==> src/hw/ltc_params.svh <==
// Constants for the LIN/CAN transceiver control block
`ifndef LTC_PARAMS_SVH
`define LTC_PARAMS_SVH

`define LTC_CLK_MHZ          20
`define LTC_LIN_WAKE_NS      90000
`define LTC_LIN_TO_NS        6000000
`define LTC_CAN_TO_NS        650000
`define LTC_CAN_WAKE_DOM_NS  2500
`define LTC_CAN_WAKE_REC_NS  2500

// Least times round up to whole cycles
`define LTC_NS2CYC(ns)       (((ns) * `LTC_CLK_MHZ + 999) / 1000)

`define LTC_LIN_WAKE_CYC     `LTC_NS2CYC(`LTC_LIN_WAKE_NS)
`define LTC_LIN_TO_CYC       `LTC_NS2CYC(`LTC_LIN_TO_NS)
`define LTC_CAN_TO_CYC       `LTC_NS2CYC(`LTC_CAN_TO_NS)
`define LTC_CAN_DOM_CYC      `LTC_NS2CYC(`LTC_CAN_WAKE_DOM_NS)
`define LTC_CAN_REC_CYC      `LTC_NS2CYC(`LTC_CAN_WAKE_REC_NS)

`define LTC_MODE_NORMAL      2'h0
`define LTC_MODE_STANDBY     2'h1
`define LTC_MODE_SLEEP       2'h2

`define LTC_EV_WIDTH         3
`define LTC_FIFO_DEPTH       4
`define LTC_NUM_EV           5

`endif

==> src/hw/ltc_pkg.sv <==
// Types shared by the LIN/CAN transceiver control block
package ltc_pkg;

  typedef enum logic [2:0] {
    LTC_EV_LIN_TIMEOUT = 3'h0,
    LTC_EV_CAN_TIMEOUT = 3'h1,
    LTC_EV_CAN_FAIL    = 3'h2,
    LTC_EV_LIN_WAKE    = 3'h3,
    LTC_EV_CAN_WAKE    = 3'h4
  } ltc_event_t;

  typedef enum logic [2:0] {
    LTC_CW_IDLE,
    LTC_CW_DOM1,
    LTC_CW_REC1,
    LTC_CW_DOM2,
    LTC_CW_REC2
  } ltc_can_wake_t;

endpackage

==> src/hw/ltc_stream_if.sv <==
// Valid/ready stream carrier between the control block and its event FIFO
`timescale 1ns/1ns
interface ltc_stream_if #(
  parameter int WIDTH = 3
);
  logic             valid;
  logic             ready;
  logic [WIDTH-1:0] data;

  modport src (output valid, output data, input ready);
  modport snk (input valid, input data, output ready);
endinterface

==> src/hw/ltc_fifo.sv <==
// Event FIFO with a registered output stage
`timescale 1ns/1ns
module ltc_fifo #(
  parameter int WIDTH = 3,
  parameter int DEPTH = 4
) (
  input  wire logic   clk,     // Block clock
  input  wire logic   rst,     // Synchronous reset, active high
  ltc_stream_if.snk   push,    // Filling side
  ltc_stream_if.src   pop      // Draining side
);
  localparam int AW = (DEPTH > 1) ? $clog2(DEPTH) : 1;

  logic [WIDTH-1:0] mem_reg [DEPTH];
  logic [AW-1:0]    wr_ptr_reg;
  logic [AW-1:0]    rd_ptr_reg;
  logic [AW:0]      count_reg;
  logic             out_valid_reg;
  logic [WIDTH-1:0] out_data_reg;
  logic             do_push;
  logic             do_pop;

  // Full only counts the array; the output stage is an extra slot
  assign push.ready = (count_reg < (AW+1)'(DEPTH));
  assign do_push    = push.valid && push.ready;
  assign do_pop     = (count_reg != '0) && (!out_valid_reg || pop.ready);
  assign pop.valid  = out_valid_reg;
  assign pop.data   = out_data_reg;

  always_ff @(posedge clk) begin
    if (do_push) begin
      mem_reg[wr_ptr_reg] <= push.data;
    end
  end

  always_ff @(posedge clk) begin
    if (rst) begin
      wr_ptr_reg <= '0;
      rd_ptr_reg <= '0;
      count_reg  <= '0;
    end else begin
      if (do_push) begin
        wr_ptr_reg <= (wr_ptr_reg == AW'(DEPTH - 1)) ? '0 : wr_ptr_reg + 1'b1;
      end
      if (do_pop) begin
        rd_ptr_reg <= (rd_ptr_reg == AW'(DEPTH - 1)) ? '0 : rd_ptr_reg + 1'b1;
      end
      if (do_push && !do_pop) begin
        count_reg <= count_reg + 1'b1;
      end else if (do_pop && !do_push) begin
        count_reg <= count_reg - 1'b1;
      end
    end
  end

  always_ff @(posedge clk) begin
    if (rst) begin
      out_valid_reg <= 1'b0;
      out_data_reg  <= '0;
    end else if (do_pop) begin
      out_valid_reg <= 1'b1;
      out_data_reg  <= mem_reg[rd_ptr_reg];
    end else if (pop.ready) begin
      out_valid_reg <= 1'b0;
    end
  end
endmodule

==> src/hw/ltc_top.sv <==
// LIN and CAN transceiver digital control: mode gating, time-outs, wakeups
//
// Summary of operation
// - Normal mode: LIN bus follows transmit, receive mirrored
// - Main supply under-voltage holds LIN bus recessive
// - Low power: LIN transmit ignored, receive high, low once a LIN wake is flagged
// - LIN wake: dominant 90 us then rising edge
// - LIN wake enabled by default, software may disable
// - LIN dominant time-out enabled by software setting
// - LIN time-out starts on falling edge, latches flag
// - LIN transmit blocked until flag read-cleared
// - Slope select: normal default, low when set
// - CAN disable and listen-only settings gate transceiver
// - CAN transmit low over 650 us latches flag
// - CAN transmit blocked until flag read-cleared
// - CAN supply under-voltage forces recessive, receive high in normal mode
// - CAN supply recovery reconnects pins immediately
// - CAN wake: two dominant/recessive pairs, 2.5 us
// - Low power: CAN receive follows low-power receiver, low once a CAN wake is flagged
// - CAN wake enable sampled on low-power entry
// - Low power: CAN split pin high-impedance
// - Sticky CAN supply failure flag until cleared
// - Live CAN supply under-voltage status bit
`timescale 1ns/1ns
`include "ltc_params.svh"
module ltc_top #(
  parameter int LIN_TO_CYC  = `LTC_LIN_TO_CYC,
  parameter int CAN_TO_CYC  = `LTC_CAN_TO_CYC,
  parameter int FIFO_DEPTH  = `LTC_FIFO_DEPTH
) (
  input  wire logic       clk,                          // 20 MHz block clock
  input  wire logic       rst,                          // Synchronous reset, high
  input  wire logic [1:0] dev_mode,                     // Normal, standby or sleep
  input  wire logic       main_battery_supply_uv,       // Main supply under-voltage
  input  wire logic       lin_transmit_input,           // LIN transmit from controller
  input  wire logic       lin_bus_level,                // LIN bus comparator, 1 recessive
  input  wire logic       lin_timeout_enable,           // Enables LIN dominant time-out
  input  wire logic       lin_wake_disable,             // Disables LIN wake detection
  input  wire logic       lin_slope_low_select,         // Selects low slope
  input  wire logic       lin_timeout_clear,            // Read-and-clear pulse, LIN time-out
  input  wire logic       lin_wake_clear,               // Read-and-clear pulse, LIN wake
  input  wire logic       can_transmit_input,           // CAN transmit from controller
  input  wire logic       can_bus_level,                // CAN main receiver, 1 recessive
  input  wire logic       can_lp_bus_level,             // CAN low-power receiver
  input  wire logic       can_transceiver_disable,      // Powers the CAN transceiver down
  input  wire logic       can_listen_only_select,       // Receive only
  input  wire logic       can_wake_disable,             // Disables CAN wake detection
  input  wire logic       can_supply_uv,                // CAN supply comparator
  input  wire logic       can_timeout_clear,            // Read-and-clear pulse, CAN time-out
  input  wire logic       can_fail_clear,               // Read-and-clear pulse, supply fail
  input  wire logic       can_wake_clear,               // Read-and-clear pulse, CAN wake
  input  wire logic       event_ready,                  // Event consumer ready
  output logic            lin_drive_dominant,           // Drive LIN bus dominant
  output logic            lin_receive_output,           // LIN receive to controller
  output logic            lin_slope_low,                // Low slope to the LIN stage
  output logic            lin_dominant_timeout_flag,    // Sticky LIN time-out
  output logic            lin_wake_flag,                // Sticky LIN wake source
  output logic            can_drive_dominant,           // Drive CAN bus dominant
  output logic            can_receive_output,           // CAN receive to controller
  output logic            can_powered,                  // CAN transceiver powered
  output logic            can_split_pin_oe_n,           // Split pin enable, high is Z
  output logic            can_dominant_timeout_flag,    // Sticky CAN time-out
  output logic            can_supply_undervoltage_live, // Unlatched supply status
  output logic            can_supply_fail_flag,         // Sticky supply failure
  output logic            can_wake_flag,                // Sticky CAN wake source
  output logic            event_valid,                  // Event record available
  output logic [2:0]      event_code                    // Event record code
);
  localparam int LW_CYC  = `LTC_LIN_WAKE_CYC;
  localparam int CD_CYC  = `LTC_CAN_DOM_CYC;
  localparam int CR_CYC  = `LTC_CAN_REC_CYC;
  localparam int LTW     = $clog2(LIN_TO_CYC + 1);
  localparam int CTW     = $clog2(CAN_TO_CYC + 1);
  localparam int LWW     = $clog2(LW_CYC + 1);
  localparam int CWW     = $clog2(((CD_CYC > CR_CYC) ? CD_CYC : CR_CYC) + 1);
  localparam int NEV     = `LTC_NUM_EV;

  function automatic logic is_low_power(input logic [1:0] m);
    is_low_power = (m == `LTC_MODE_STANDBY) || (m == `LTC_MODE_SLEEP);
  endfunction

  logic normal;
  logic low_power;
  logic can_active;

  assign normal     = (dev_mode == `LTC_MODE_NORMAL);
  assign low_power  = is_low_power(dev_mode);
  assign can_active = normal && !can_transceiver_disable;

  // ---------------- LIN dominant time-out ----------------
  logic           lin_tx_prev_reg;
  logic           lin_to_run_reg;
  logic [LTW-1:0] lin_to_cnt_reg;
  logic           lin_to_flag_reg;
  logic           lin_to_hit;

  assign lin_to_hit = lin_to_run_reg && !lin_transmit_input
                      && (lin_to_cnt_reg >= LTW'(LIN_TO_CYC - 1));

  always_ff @(posedge clk) begin
    if (rst) begin
      lin_tx_prev_reg <= 1'b1;
      lin_to_run_reg  <= 1'b0;
      lin_to_cnt_reg  <= '0;
    end else begin
      lin_tx_prev_reg <= lin_transmit_input;
      if (!lin_timeout_enable || lin_transmit_input) begin
        lin_to_run_reg <= 1'b0;
        lin_to_cnt_reg <= '0;
      end else if (lin_tx_prev_reg) begin
        lin_to_run_reg <= 1'b1;
        lin_to_cnt_reg <= '0;
      end else if (lin_to_run_reg && !lin_to_hit) begin
        lin_to_cnt_reg <= lin_to_cnt_reg + 1'b1;
      end
    end
  end

  // Set wins over a clear arriving in the same cycle
  always_ff @(posedge clk) begin
    if (rst) begin
      lin_to_flag_reg <= 1'b0;
    end else if (lin_timeout_enable && lin_to_hit) begin
      lin_to_flag_reg <= 1'b1;
    end else if (lin_timeout_clear) begin
      lin_to_flag_reg <= 1'b0;
    end
  end

  // ---------------- LIN wake filter ----------------
  logic           lin_bus_prev_reg;
  logic [LWW-1:0] lin_dom_cnt_reg;
  logic           lin_wake_flag_reg;
  logic           lin_wake_hit;

  assign lin_wake_hit = low_power && !lin_wake_disable && !lin_bus_prev_reg
                        && lin_bus_level && (lin_dom_cnt_reg >= LWW'(LW_CYC));

  always_ff @(posedge clk) begin
    if (rst) begin
      lin_bus_prev_reg <= 1'b1;
      lin_dom_cnt_reg  <= '0;
    end else begin
      lin_bus_prev_reg <= lin_bus_level;
      if (!low_power || lin_bus_level) begin
        lin_dom_cnt_reg <= '0;
      end else if (lin_dom_cnt_reg < LWW'(LW_CYC)) begin
        lin_dom_cnt_reg <= lin_dom_cnt_reg + 1'b1;
      end
    end
  end

  always_ff @(posedge clk) begin
    if (rst) begin
      lin_wake_flag_reg <= 1'b0;
    end else if (lin_wake_hit) begin
      lin_wake_flag_reg <= 1'b1;
    end else if (lin_wake_clear) begin
      lin_wake_flag_reg <= 1'b0;
    end
  end

  // ---------------- LIN pin outputs ----------------
  always_ff @(posedge clk) begin
    if (rst) begin
      lin_drive_dominant <= 1'b0;
      lin_receive_output <= 1'b1;
      lin_slope_low      <= 1'b0;
    end else begin
      lin_drive_dominant <= normal && !main_battery_supply_uv
                            && !lin_to_flag_reg && !lin_to_hit
                            && !lin_transmit_input;
      if (normal) begin
        lin_receive_output <= lin_bus_level;
      end else begin
        lin_receive_output <= !(lin_wake_flag_reg || lin_wake_hit);
      end
      lin_slope_low <= lin_slope_low_select;
    end
  end

  // ---------------- CAN dominant time-out and supply ----------------
  logic           can_to_run_reg;
  logic [CTW-1:0] can_to_cnt_reg;
  logic           can_to_flag_reg;
  logic           can_fail_flag_reg;
  logic           can_to_hit;

  assign can_to_hit = can_to_run_reg && !can_transmit_input
                      && (can_to_cnt_reg >= CTW'(CAN_TO_CYC - 1));

  always_ff @(posedge clk) begin
    if (rst) begin
      can_to_run_reg <= 1'b0;
      can_to_cnt_reg <= '0;
    end else if (can_transmit_input || !can_active) begin
      can_to_run_reg <= 1'b0;
      can_to_cnt_reg <= '0;
    end else if (!can_to_run_reg) begin
      can_to_run_reg <= 1'b1;
      can_to_cnt_reg <= '0;
    end else if (!can_to_hit) begin
      can_to_cnt_reg <= can_to_cnt_reg + 1'b1;
    end
  end

  always_ff @(posedge clk) begin
    if (rst) begin
      can_to_flag_reg <= 1'b0;
    end else if (can_to_hit) begin
      can_to_flag_reg <= 1'b1;
    end else if (can_timeout_clear) begin
      can_to_flag_reg <= 1'b0;
    end
  end

  always_ff @(posedge clk) begin
    if (rst) begin
      can_fail_flag_reg <= 1'b0;
    end else if (can_active && can_supply_uv) begin
      can_fail_flag_reg <= 1'b1;
    end else if (can_fail_clear) begin
      can_fail_flag_reg <= 1'b0;
    end
  end

  // ---------------- CAN wake detector ----------------
  ltc_pkg::ltc_can_wake_t cw_state_reg;
  logic [CWW-1:0]         cw_cnt_reg;
  logic                   cw_bus_prev_reg;
  logic                   low_power_prev_reg;
  logic                   can_wake_en_reg;
  logic                   can_wake_flag_reg;
  logic                   cw_done;
  logic                   cw_dom;

  assign cw_dom  = !can_lp_bus_level;
  assign cw_done = (cw_state_reg == ltc_pkg::LTC_CW_REC2) && !cw_dom
                   && (cw_cnt_reg >= CWW'(CR_CYC - 1));

  // The setting counts only if it is in place in the first low-power cycle
  always_ff @(posedge clk) begin
    if (rst) begin
      low_power_prev_reg <= 1'b0;
      can_wake_en_reg    <= 1'b1;
    end else begin
      low_power_prev_reg <= low_power;
      if (low_power && !low_power_prev_reg) begin
        can_wake_en_reg <= !can_wake_disable;
      end
    end
  end

  always_ff @(posedge clk) begin
    if (rst) begin
      cw_state_reg    <= ltc_pkg::LTC_CW_IDLE;
      cw_cnt_reg      <= '0;
      cw_bus_prev_reg <= 1'b0;
    end else if (!low_power || !can_wake_en_reg || cw_done) begin
      cw_state_reg    <= ltc_pkg::LTC_CW_IDLE;
      cw_cnt_reg      <= '0;
      cw_bus_prev_reg <= cw_dom;
    end else begin
      cw_bus_prev_reg <= cw_dom;
      if (cw_dom != cw_bus_prev_reg) begin
        cw_cnt_reg <= '0;
      end else if (cw_cnt_reg < CWW'(CD_CYC)) begin
        cw_cnt_reg <= cw_cnt_reg + 1'b1;
      end
      case (cw_state_reg)
        ltc_pkg::LTC_CW_IDLE: begin
          if (cw_dom) begin
            cw_state_reg <= ltc_pkg::LTC_CW_DOM1;
          end
        end
        ltc_pkg::LTC_CW_DOM1, ltc_pkg::LTC_CW_DOM2: begin
          if (!cw_dom) begin
            if (cw_cnt_reg >= CWW'(CD_CYC)) begin
              cw_state_reg <= (cw_state_reg == ltc_pkg::LTC_CW_DOM1) ?
                              ltc_pkg::LTC_CW_REC1 : ltc_pkg::LTC_CW_REC2;
            end else begin
              cw_state_reg <= ltc_pkg::LTC_CW_IDLE;
            end
          end
        end
        ltc_pkg::LTC_CW_REC1, ltc_pkg::LTC_CW_REC2: begin
          if (cw_dom) begin
            if (cw_state_reg == ltc_pkg::LTC_CW_REC1 && cw_cnt_reg >= CWW'(CR_CYC)) begin
              cw_state_reg <= ltc_pkg::LTC_CW_DOM2;
            end else begin
              cw_state_reg <= ltc_pkg::LTC_CW_DOM1;       // Short recessive restarts
            end
          end
        end
        default: begin
          cw_state_reg <= ltc_pkg::LTC_CW_IDLE;
        end
      endcase
    end
  end

  always_ff @(posedge clk) begin
    if (rst) begin
      can_wake_flag_reg <= 1'b0;
    end else if (cw_done) begin
      can_wake_flag_reg <= 1'b1;
    end else if (can_wake_clear) begin
      can_wake_flag_reg <= 1'b0;
    end
  end

  // ---------------- CAN pin outputs ----------------
  always_ff @(posedge clk) begin
    if (rst) begin
      can_drive_dominant           <= 1'b0;
      can_receive_output           <= 1'b1;
      can_powered                  <= 1'b0;
      can_split_pin_oe_n           <= 1'b1;
      can_supply_undervoltage_live <= 1'b0;
    end else begin
      // Supply status is combinational in the path, so recovery reconnects at once
      can_drive_dominant <= can_active && !can_supply_uv
                            && !can_listen_only_select
                            && !can_to_flag_reg && !can_to_hit
                            && !can_transmit_input;
      if (low_power) begin
        can_receive_output <= can_lp_bus_level && !(can_wake_flag_reg || cw_done);
      end else if (can_active && !can_supply_uv) begin
        can_receive_output <= can_bus_level;
      end else begin
        can_receive_output <= 1'b1;
      end
      can_powered        <= can_active;
      can_split_pin_oe_n <= !can_active;
      can_supply_undervoltage_live <= can_supply_uv;
    end
  end

  // ---------------- Event recording through the FIFO ----------------
  ltc_stream_if #(.WIDTH(`LTC_EV_WIDTH)) ev_in ();
  ltc_stream_if #(.WIDTH(`LTC_EV_WIDTH)) ev_out ();

  logic [NEV-1:0] ev_rise;
  logic [NEV-1:0] ev_pend_reg;
  logic [NEV-1:0] ev_pick;
  logic [2:0]     ev_code;

  assign ev_rise = {cw_done,
                    lin_wake_hit && !lin_wake_flag_reg,
                    can_active && can_supply_uv && !can_fail_flag_reg,
                    can_to_hit && !can_to_flag_reg,
                    lin_timeout_enable && lin_to_hit && !lin_to_flag_reg};

  // Lowest pending index goes first; a full FIFO keeps the rest pending
  always_comb begin
    ev_pick = '0;
    ev_code = 3'h0;
    for (int i = NEV - 1; i >= 0; i--) begin
      if (ev_pend_reg[i]) begin
        ev_pick = NEV'(1) << i;
        ev_code = 3'(i);
      end
    end
  end

  assign ev_in.valid  = (ev_pend_reg != '0);
  assign ev_in.data   = ev_code;
  assign ev_out.ready = event_ready;

  always_ff @(posedge clk) begin
    if (rst) begin
      ev_pend_reg <= '0;
    end else begin
      ev_pend_reg <= (ev_pend_reg & ~((ev_in.valid && ev_in.ready) ? ev_pick : '0))
                     | ev_rise;
    end
  end

  ltc_fifo #(
    .WIDTH (`LTC_EV_WIDTH),
    .DEPTH (FIFO_DEPTH)
  ) u_ev_fifo (
    .clk  (clk),
    .rst  (rst),
    .push (ev_in),
    .pop  (ev_out)
  );

  assign event_valid = ev_out.valid;
  assign event_code  = ev_out.data;

  assign lin_dominant_timeout_flag = lin_to_flag_reg;
  assign lin_wake_flag             = lin_wake_flag_reg;
  assign can_dominant_timeout_flag = can_to_flag_reg;
  assign can_supply_fail_flag      = can_fail_flag_reg;
  assign can_wake_flag             = can_wake_flag_reg;
endmodule

==> config.mk <==
export PLATFORM = sky130hd
export DESIGN_NAME = ltc_top
export DESIGN_NICKNAME = d
export VERILOG_FILES = /design/src/hw/ltc_pkg.sv /design/src/hw/ltc_stream_if.sv /design/src/hw/ltc_fifo.sv /design/src/hw/ltc_top.sv
export VERILOG_INCLUDE_DIRS = /design/src /design/src/hw
export SDC_FILE = /design/constraint.sdc
export NUM_CORES = 1
export LEC_CHECK = 0
export CAP_MARGIN = 20
export CORE_ASPECT_RATIO = 1.5
export CORE_MARGIN = 4
export CORE_UTILIZATION = 57
export DETAILED_ROUTE_END_ITERATION = 10
export DONT_BUFFER_PORTS = 1
export PLACE_DENSITY = 0.79
export SYNTH_ARGS = -nofsm -noshare
export SYNTH_HDL_FRONTEND = slang
export SYNTH_SLANG_ARGS = --single-unit
export TNS_END_PERCENT = 10
==> constraint.sdc <==
create_clock -name clk -period 2.3 [get_ports clk]
set_input_delay 0 -clock clk [delete_from_list [all_inputs] [get_ports clk]]
set_output_delay 0 -clock clk [all_outputs]
set_load 0.01 [all_outputs]
Yosys cells after proc, flatten, opt, wreduce, memory -nomap -nowiden:

Memory sizes are Yosys's and may differ from the RTL's. A register that Yosys moved wholly into a read port is not among the register bits.
Index checks and enable logic that the tools add are counted.

* flip-flop bits (word level): 84
* bits of input ports: 23
* memories: 1
* memory bits (writable): 12
* output and inout bits: 17
* word-level logic and storage cells: 192

Memories
* u_ev_fifo.mem_reg: depth 4, bits a word 3, rd ports 1, clocked after memory_dff 1, wr ports 1, RTL line ltc_fifo.sv:14 `logic [WIDTH-1:0] mem_reg [DEPTH];`

* equality and inequality tests: 12
* $add $sub $neg: 8
* bitwise logic cells: 4
* $lt $le $gt $ge: 8
* muxes and demuxes: 40
* reductions and logical operators: 89

Operator list (number)
* $mux W3: 12
* $logic_and A1 B1 Y1: 34
* $mux W5: 6
* $logic_not A1 Y1: 26
* $mux W1: 18
* $add A17 B1 Y17 const B: 1
* $ge A17 B17 Y1 const B: 1
* $add A14 B1 Y14 const B: 1
* $ge A14 B14 Y1 const B: 1
* $reduce_bool A2 Y1: 7
* $ge A6 B6 Y1 const B: 2
* $add A11 B1 Y11 const B: 1
* $ge A11 B11 Y1 const B: 1
* $lt A11 B11 Y1 const B: 1
* $reduce_or A2 Y1: 5
* $logic_or A1 B1 Y1: 9
* $pmux W3 S3: 1
* $reduce_or A3 Y1: 3
* $add A6 B1 Y6 const B: 1
* $eq A2 B2 Y1 const B: 3
* $eq A3 B2 Y1 const B: 2
* $lt A6 B6 Y1 const B: 1
* $mux W2: 3
* $ne A2 B2 Y1 const B: 3
* 17 further kinds: 18

Longest topological paths before layout:

* depth after elaboration: 9
* gate-level depth with buffers: 9
* mapped depth without buffers: 9

By module:

From an unflattened synthesis, not the netlist that was laid out.

* cell total of the unflattened synthesis: 493
* area, all modules: 4580.6 um^2

Modules (own cells, without submodules)
* ltc_top: instances 1, cells each 415, area an instance 3565.9 um^2
* ltc_fifo: instances 1, cells each 78, area an instance 1014.7 um^2

Least setup slack after synthesis:

No wires, ideal clock.

* kind: register -> register
* from: register ev_pend_reg[0]
* to: register u_ev_fifo.count_reg[2]
* arrival time: 2061 ps
* cell stages (with the launch flop): 10
* slack: 168 ps
* path buffers: 0
* required time: 2230 ps
* period minus slack after synthesis: 2132 ps
* cells stage by stage: dfxtp_1 or4_1 nor2_1 nor2_1 ha_1 inv_1 fa_1 xor2_1 or3_1 a21oi_1

* word-level cells in the longest chain between the ends: 5

Ends and longest elaborated chain
* start, declared: RTL line ltc_top.sv:344 `logic [NEV-1:0] ev_pend_reg;`
* start signal, assigned: RTL line ltc_top.sv:374 `ev_pend_reg <= (ev_pend_reg & ~((ev_in.valid && ev_in.ready) ? ev_pick : '0))`
* $reduce_bool A5 Y1 *: RTL line ltc_top.sv:366 `assign ev_in.valid = (ev_pend_reg != '0);`
* $logic_and A1 B1 Y1 *: RTL line ltc_fifo.sv:25 `assign do_push = push.valid && push.ready;`
* net u_ev_fifo.do_push: RTL line ltc_fifo.sv:20 `logic do_push;`
* $logic_not A1 Y1: RTL line ltc_fifo.sv:50 `end else if (do_pop && !do_push) begin`
* $logic_and A1 B1 Y1: RTL line ltc_fifo.sv:50
* $reduce_bool A2 Y1 (no source line)
* end signal, assigned: RTL line ltc_fifo.sv:49 `count_reg <= count_reg + 1'b1;`
* end signal, assigned: RTL line ltc_fifo.sv:51 `count_reg <= count_reg - 1'b1;`
* end, declared: RTL line ltc_fifo.sv:17 `logic [AW:0] count_reg;`

Mark *: on every way through the listed nets, which the timed path passes. The rest lies on a longest branch.
A chain may end at the register's enable or synchronous reset.

Worst setup path in the final report:

* from: register cw_cnt_reg[1]
* to: register can_wake_flag_reg (netlist: can_wake_flag)

* word-level cells in the longest chain between the ends: 3

Ends and longest elaborated chain
* start, declared: RTL line ltc_top.sv:229 `logic [CWW-1:0] cw_cnt_reg;`
* start signal, assigned: RTL line ltc_top.sv:268 `cw_cnt_reg <= cw_cnt_reg + 1'b1;`
* $ge A6 B6 Y1 *: RTL line ltc_top.sv:239 `&& (cw_cnt_reg >= CWW'(CR_CYC - 1));`
* $logic_and A1 B1 Y1 *: RTL line ltc_top.sv:239
* $mux W1 or $reduce_bool A2 Y1 (tied branches)
* end signal, assigned: RTL line ltc_top.sv:304 `can_wake_flag_reg <= 1'b0;`
* end signal, assigned: RTL line ltc_top.sv:306 `can_wake_flag_reg <= 1'b1;`
* end signal, assigned: RTL line ltc_top.sv:308 `can_wake_flag_reg <= 1'b0;`
* end, declared: RTL line ltc_top.sv:233 `logic can_wake_flag_reg;`

Every way passes the cells marked *; elsewhere a longest branch is shown, timed or not.

==> results.txt <==
----------------------------------------------------
[Floorplanning]
  Chip width ... approximately 80 um
  Core region area ... ~0.0076 mm^2
  Initial Util ... between 50% and 60%
  Row count ... 39
  Die Y-Extent ... ~120 um
  Full die area ... roughly 0.0092 mm^2
  Boundary Pins ... 40

[STA]
  Max-slew violation count ... 0
  Final total negative setup slack ... 0 ns
  Worst Slack Setup Final ... 0.08466 ns
  Worst clock skew ... 0.006450 ns
  Final hold violations ... 0
  Worst slew pin tran ... roughly 0.64 ns
  Slew headroom ... 56.63%
  Tmin final ... between 2 and 2.5 ns
  Unrepaired setup endpoints after global routing ... true
  Fmax ... around 0.45 GHz
  Crit share post-route ... roughly 96%
  Final Setup Violations ... 0

[Synth]
  Most instantiated library cell after synthesis ... sky130_fd_sc_hd__dfxtp_1
  Yosys warning count ... 0
  Area share of the largest cell type after synthesis ... about two fifths
  Most area-hungry cell type in the Yosys netlist ... sky130_fd_sc_hd__dfxtp_1
  Mean Syn Cell Area ... 9.116 um^2
  Sequential share of the synthesized area ... between 40 and 50%
  Async S/R FF share, synth ... 0%
  Post-synthesis instance area ... 0.004403 mm^2
  Cell variety after synth ... 50
  Number of storage elements in the synthesis netlist ... 99
  Most common library cells after synthesis ... sky130_fd_sc_hd__dfxtp_1 (87), sky130_fd_sc_hd__nor2_1 (63), sky130_fd_sc_hd__a21oi_1 (44)
  Post-Synthesis Net Count ... 522
  Most used flip-flop cell after synthesis ... sky130_fd_sc_hd__dfxtp_1
  Cell types occupying the most area after synthesis ... sky130_fd_sc_hd__dfxtp_1 (40%), sky130_fd_sc_hd__edfxtp_1 (8.2%), sky130_fd_sc_hd__nor2_1 (5.4%), sky130_fd_sc_hd__a21oi_1 (5.0%), sky130_fd_sc_hd__ha_1 (4.3%)
  Synthesized instance count ... between 400 and 500
  EDFF count, synth ... 12

[Routing]
  DRT antenna net count ... 0
  First-pass DRT Iterations ... 4
  WL per Instance ... approximately 15 um
  Final routed wirelength across all metal layers ... 9183 um
  # DRC ... 0
  Detailed router's first-iteration violation count ... approximately 190
  Routed via count divided by cell count ... 5.663
  Count of vias placed by the detailed router ... 3500

[Cells and area]
  Share of post-route cells with drive strength above 1 ... under 10%
  Area taken by multi-input logic gates ... 0.002180 mm^2
  Post-route cell area ... 0.005147 mm^2
  Post-layout net count ... 550
  Final core utilization ... 68.06%
  Total of fill cells in the finished design ... 573
  Largest register FFs ... 17
  Area taken by flip-flops and latches ... 0.002102 mm^2
  Count of antenna diodes in the layout ... 0
  Layout overhead on the synthesized area ... 16.91%

[Clocking]
  Clock tree from TritonCTS ... built
  Buffer cell driving the clock tree root ... sky130_fd_sc_hd__clkbuf_16
  Count of H-tree levels built during CTS ... 3
  Deepest clock path buffer count ... 2
  Clock latency at the later pin of the worst-skew pair ... ~0.34 ns
  Clock net sink count ... 99
  CTS buffer count ... 9
  Clock transition at the registers of the reported paths ... ~0.070 ns

[Pwr]
  P_leak ... ~0.0018 uW
  Peak supply drop ... around 0.00052 V
  Pwr Density ... approximately 780 mW/mm^2

[Global routing]
  Largest net degree at the start of global routing ... 30
  Overflow after GRT ... 0
  Vias in the first global route ... between 3000 and 4000
  First-pass GRT wire length ... between 15000 and 20000 um
  Overall global routing resource usage ... a little over a fifth
  Number of antenna violations at the first check in global routing ... 0

[Critical path]
  Setup slack of the most critical reg-to-reg path ... about 0.085 ns
  Crit start category ... register
  Crit Path Max Fanout ... 7
  Crit end category ... register
  Critical path arrival ... approximately 2.4 ns
  Kind of critical path ... register to register
  Critical Path RT ... approximately 2.5 ns

[Worst hold path]
  Min-delay worst type ... input pin to register

[Placed design]
  IO buf count ... 0
  Final estimated routing congestion in global placement ... approximately 0.85
  HPWL reported at the end of detailed placement ... 6144 um
  Worst slack at placement ... -0.1021 ns
  Dpl cell area ... 0.004506 mm^2

[Status]
  Result of the run ... complete, no violations

[Flow run]
  Max-Cap Viols ... 0

----------------------------------------------------
[timing repair]
item | 4_1_cts | 5_1_grt
setup endpoints to repair | 1 | 3
setup buffers | 0 | 0
pin swaps | 0 | 2
resized for setup | 1 | 8
endpoints found under the hold margin | 41 | 0
hold buffers | 26 | 0
[power by group]
group	total [uW]	leakage (uW)	internal, uW	switching [uW]
registers	1940	0.000813	1830	107
logic	453	0.000822	230	223
clock network	1610	0.000160	972	638
[layout make-up]
class	instances	area share, %
repair buffers	32	6.125
flip-flops and latches	99	40.84
well taps	102	2.479
clock buffers	12	5.396
clock inverters	4	1.070
inverters	24	1.750
multi-input cells	345	42.34
[per-stage QoR]
step	hold slack, ns	instances	power (uW)
after floorplan	0.07238	483	2259
after global routing	0.1450	618	4182
after detailed placement	0.07469	576	2366
after CTS	0.04304	618	4018
after global placement	0.07267	576	2344
final	0.08489	618	3998
[layout by cell type, fill, tap and decap left out, types with 7 or more instances in the layout]
master | Yosys | layout
sky130_fd_sc_hd__dfxtp_1 | 87 | 87
sky130_fd_sc_hd__nor2_1 | 63 | 61
sky130_fd_sc_hd__a21oi_1 | 44 | 43
sky130_fd_sc_hd__nand2_1 | 37 | 37
sky130_fd_sc_hd__dlygate4sd3_1 | 0 | 25
sky130_fd_sc_hd__inv_1 | 24 | 24
sky130_fd_sc_hd__o21ai_0 | 20 | 20
sky130_fd_sc_hd__nand3_1 | 18 | 18
sky130_fd_sc_hd__xnor2_1 | 16 | 16
sky130_fd_sc_hd__ha_1 | 15 | 15
sky130_fd_sc_hd__and3_1 | 12 | 12
sky130_fd_sc_hd__edfxtp_1 | 12 | 12
sky130_fd_sc_hd__xor2_1 | 11 | 11
sky130_fd_sc_hd__nand4_1 | 10 | 10
sky130_fd_sc_hd__or3_1 | 10 | 10
sky130_fd_sc_hd__clkbuf_16 | 0 | 10
sky130_fd_sc_hd__or4_1 | 10 | 9
sky130_fd_sc_hd__o31ai_1 | 9 | 9
sky130_fd_sc_hd__and2_1 | 7 | 7
sky130_fd_sc_hd__nand2b_1 | 7 | 7
[cells by family (layout without fill, tap and decap cells)]
logic type	count (synthesis)	count (layout)	share of synthesized area, %
buffers and inverters	39	72	3.638
AND/OR/NAND/NOR	199	199	22.59
adder cells (fa/ha/maj)	16	16	4.717
XOR/XNOR	27	27	5.371
flip-flops	99	99	47.74
multiplexers	8	8	2.671
AO/OA/AOI/OAI	95	95	13.27
[final timing paths]
kind	endpoint	start	depth (start not counted)
worst max-delay path	can_wake_flag	cw_cnt_reg[1]	6
worst min-delay path	can_receive_output	dev_mode[1]	4
worst max register to register	can_wake_flag	cw_cnt_reg[1]	6
worst min register to register	can_to_cnt_reg[13]	can_to_cnt_reg[13]	2
[metal layers]
metal | part of all wire (%) | track usage [%]
met1 | 40 | 24.04
met2 | 55 | 39.82
met3 | 3.9 | 4.899
met4 | 2.0 | 8.906
met5 | 0 | 0
[worst max-delay path: stages (launching register included)]
cell,delay [ns]
sky130_fd_sc_hd__dfxtp_1,0.45
sky130_fd_sc_hd__inv_1,0.12
sky130_fd_sc_hd__ha_1,0.19
sky130_fd_sc_hd__or4b_1,0.46
sky130_fd_sc_hd__nand4_1,0.22
sky130_fd_sc_hd__a21oi_1,0.10
sky130_fd_sc_hd__dlygate4sd3_1,0.57
Note: power is estimated with default switching activity, not from simulation.
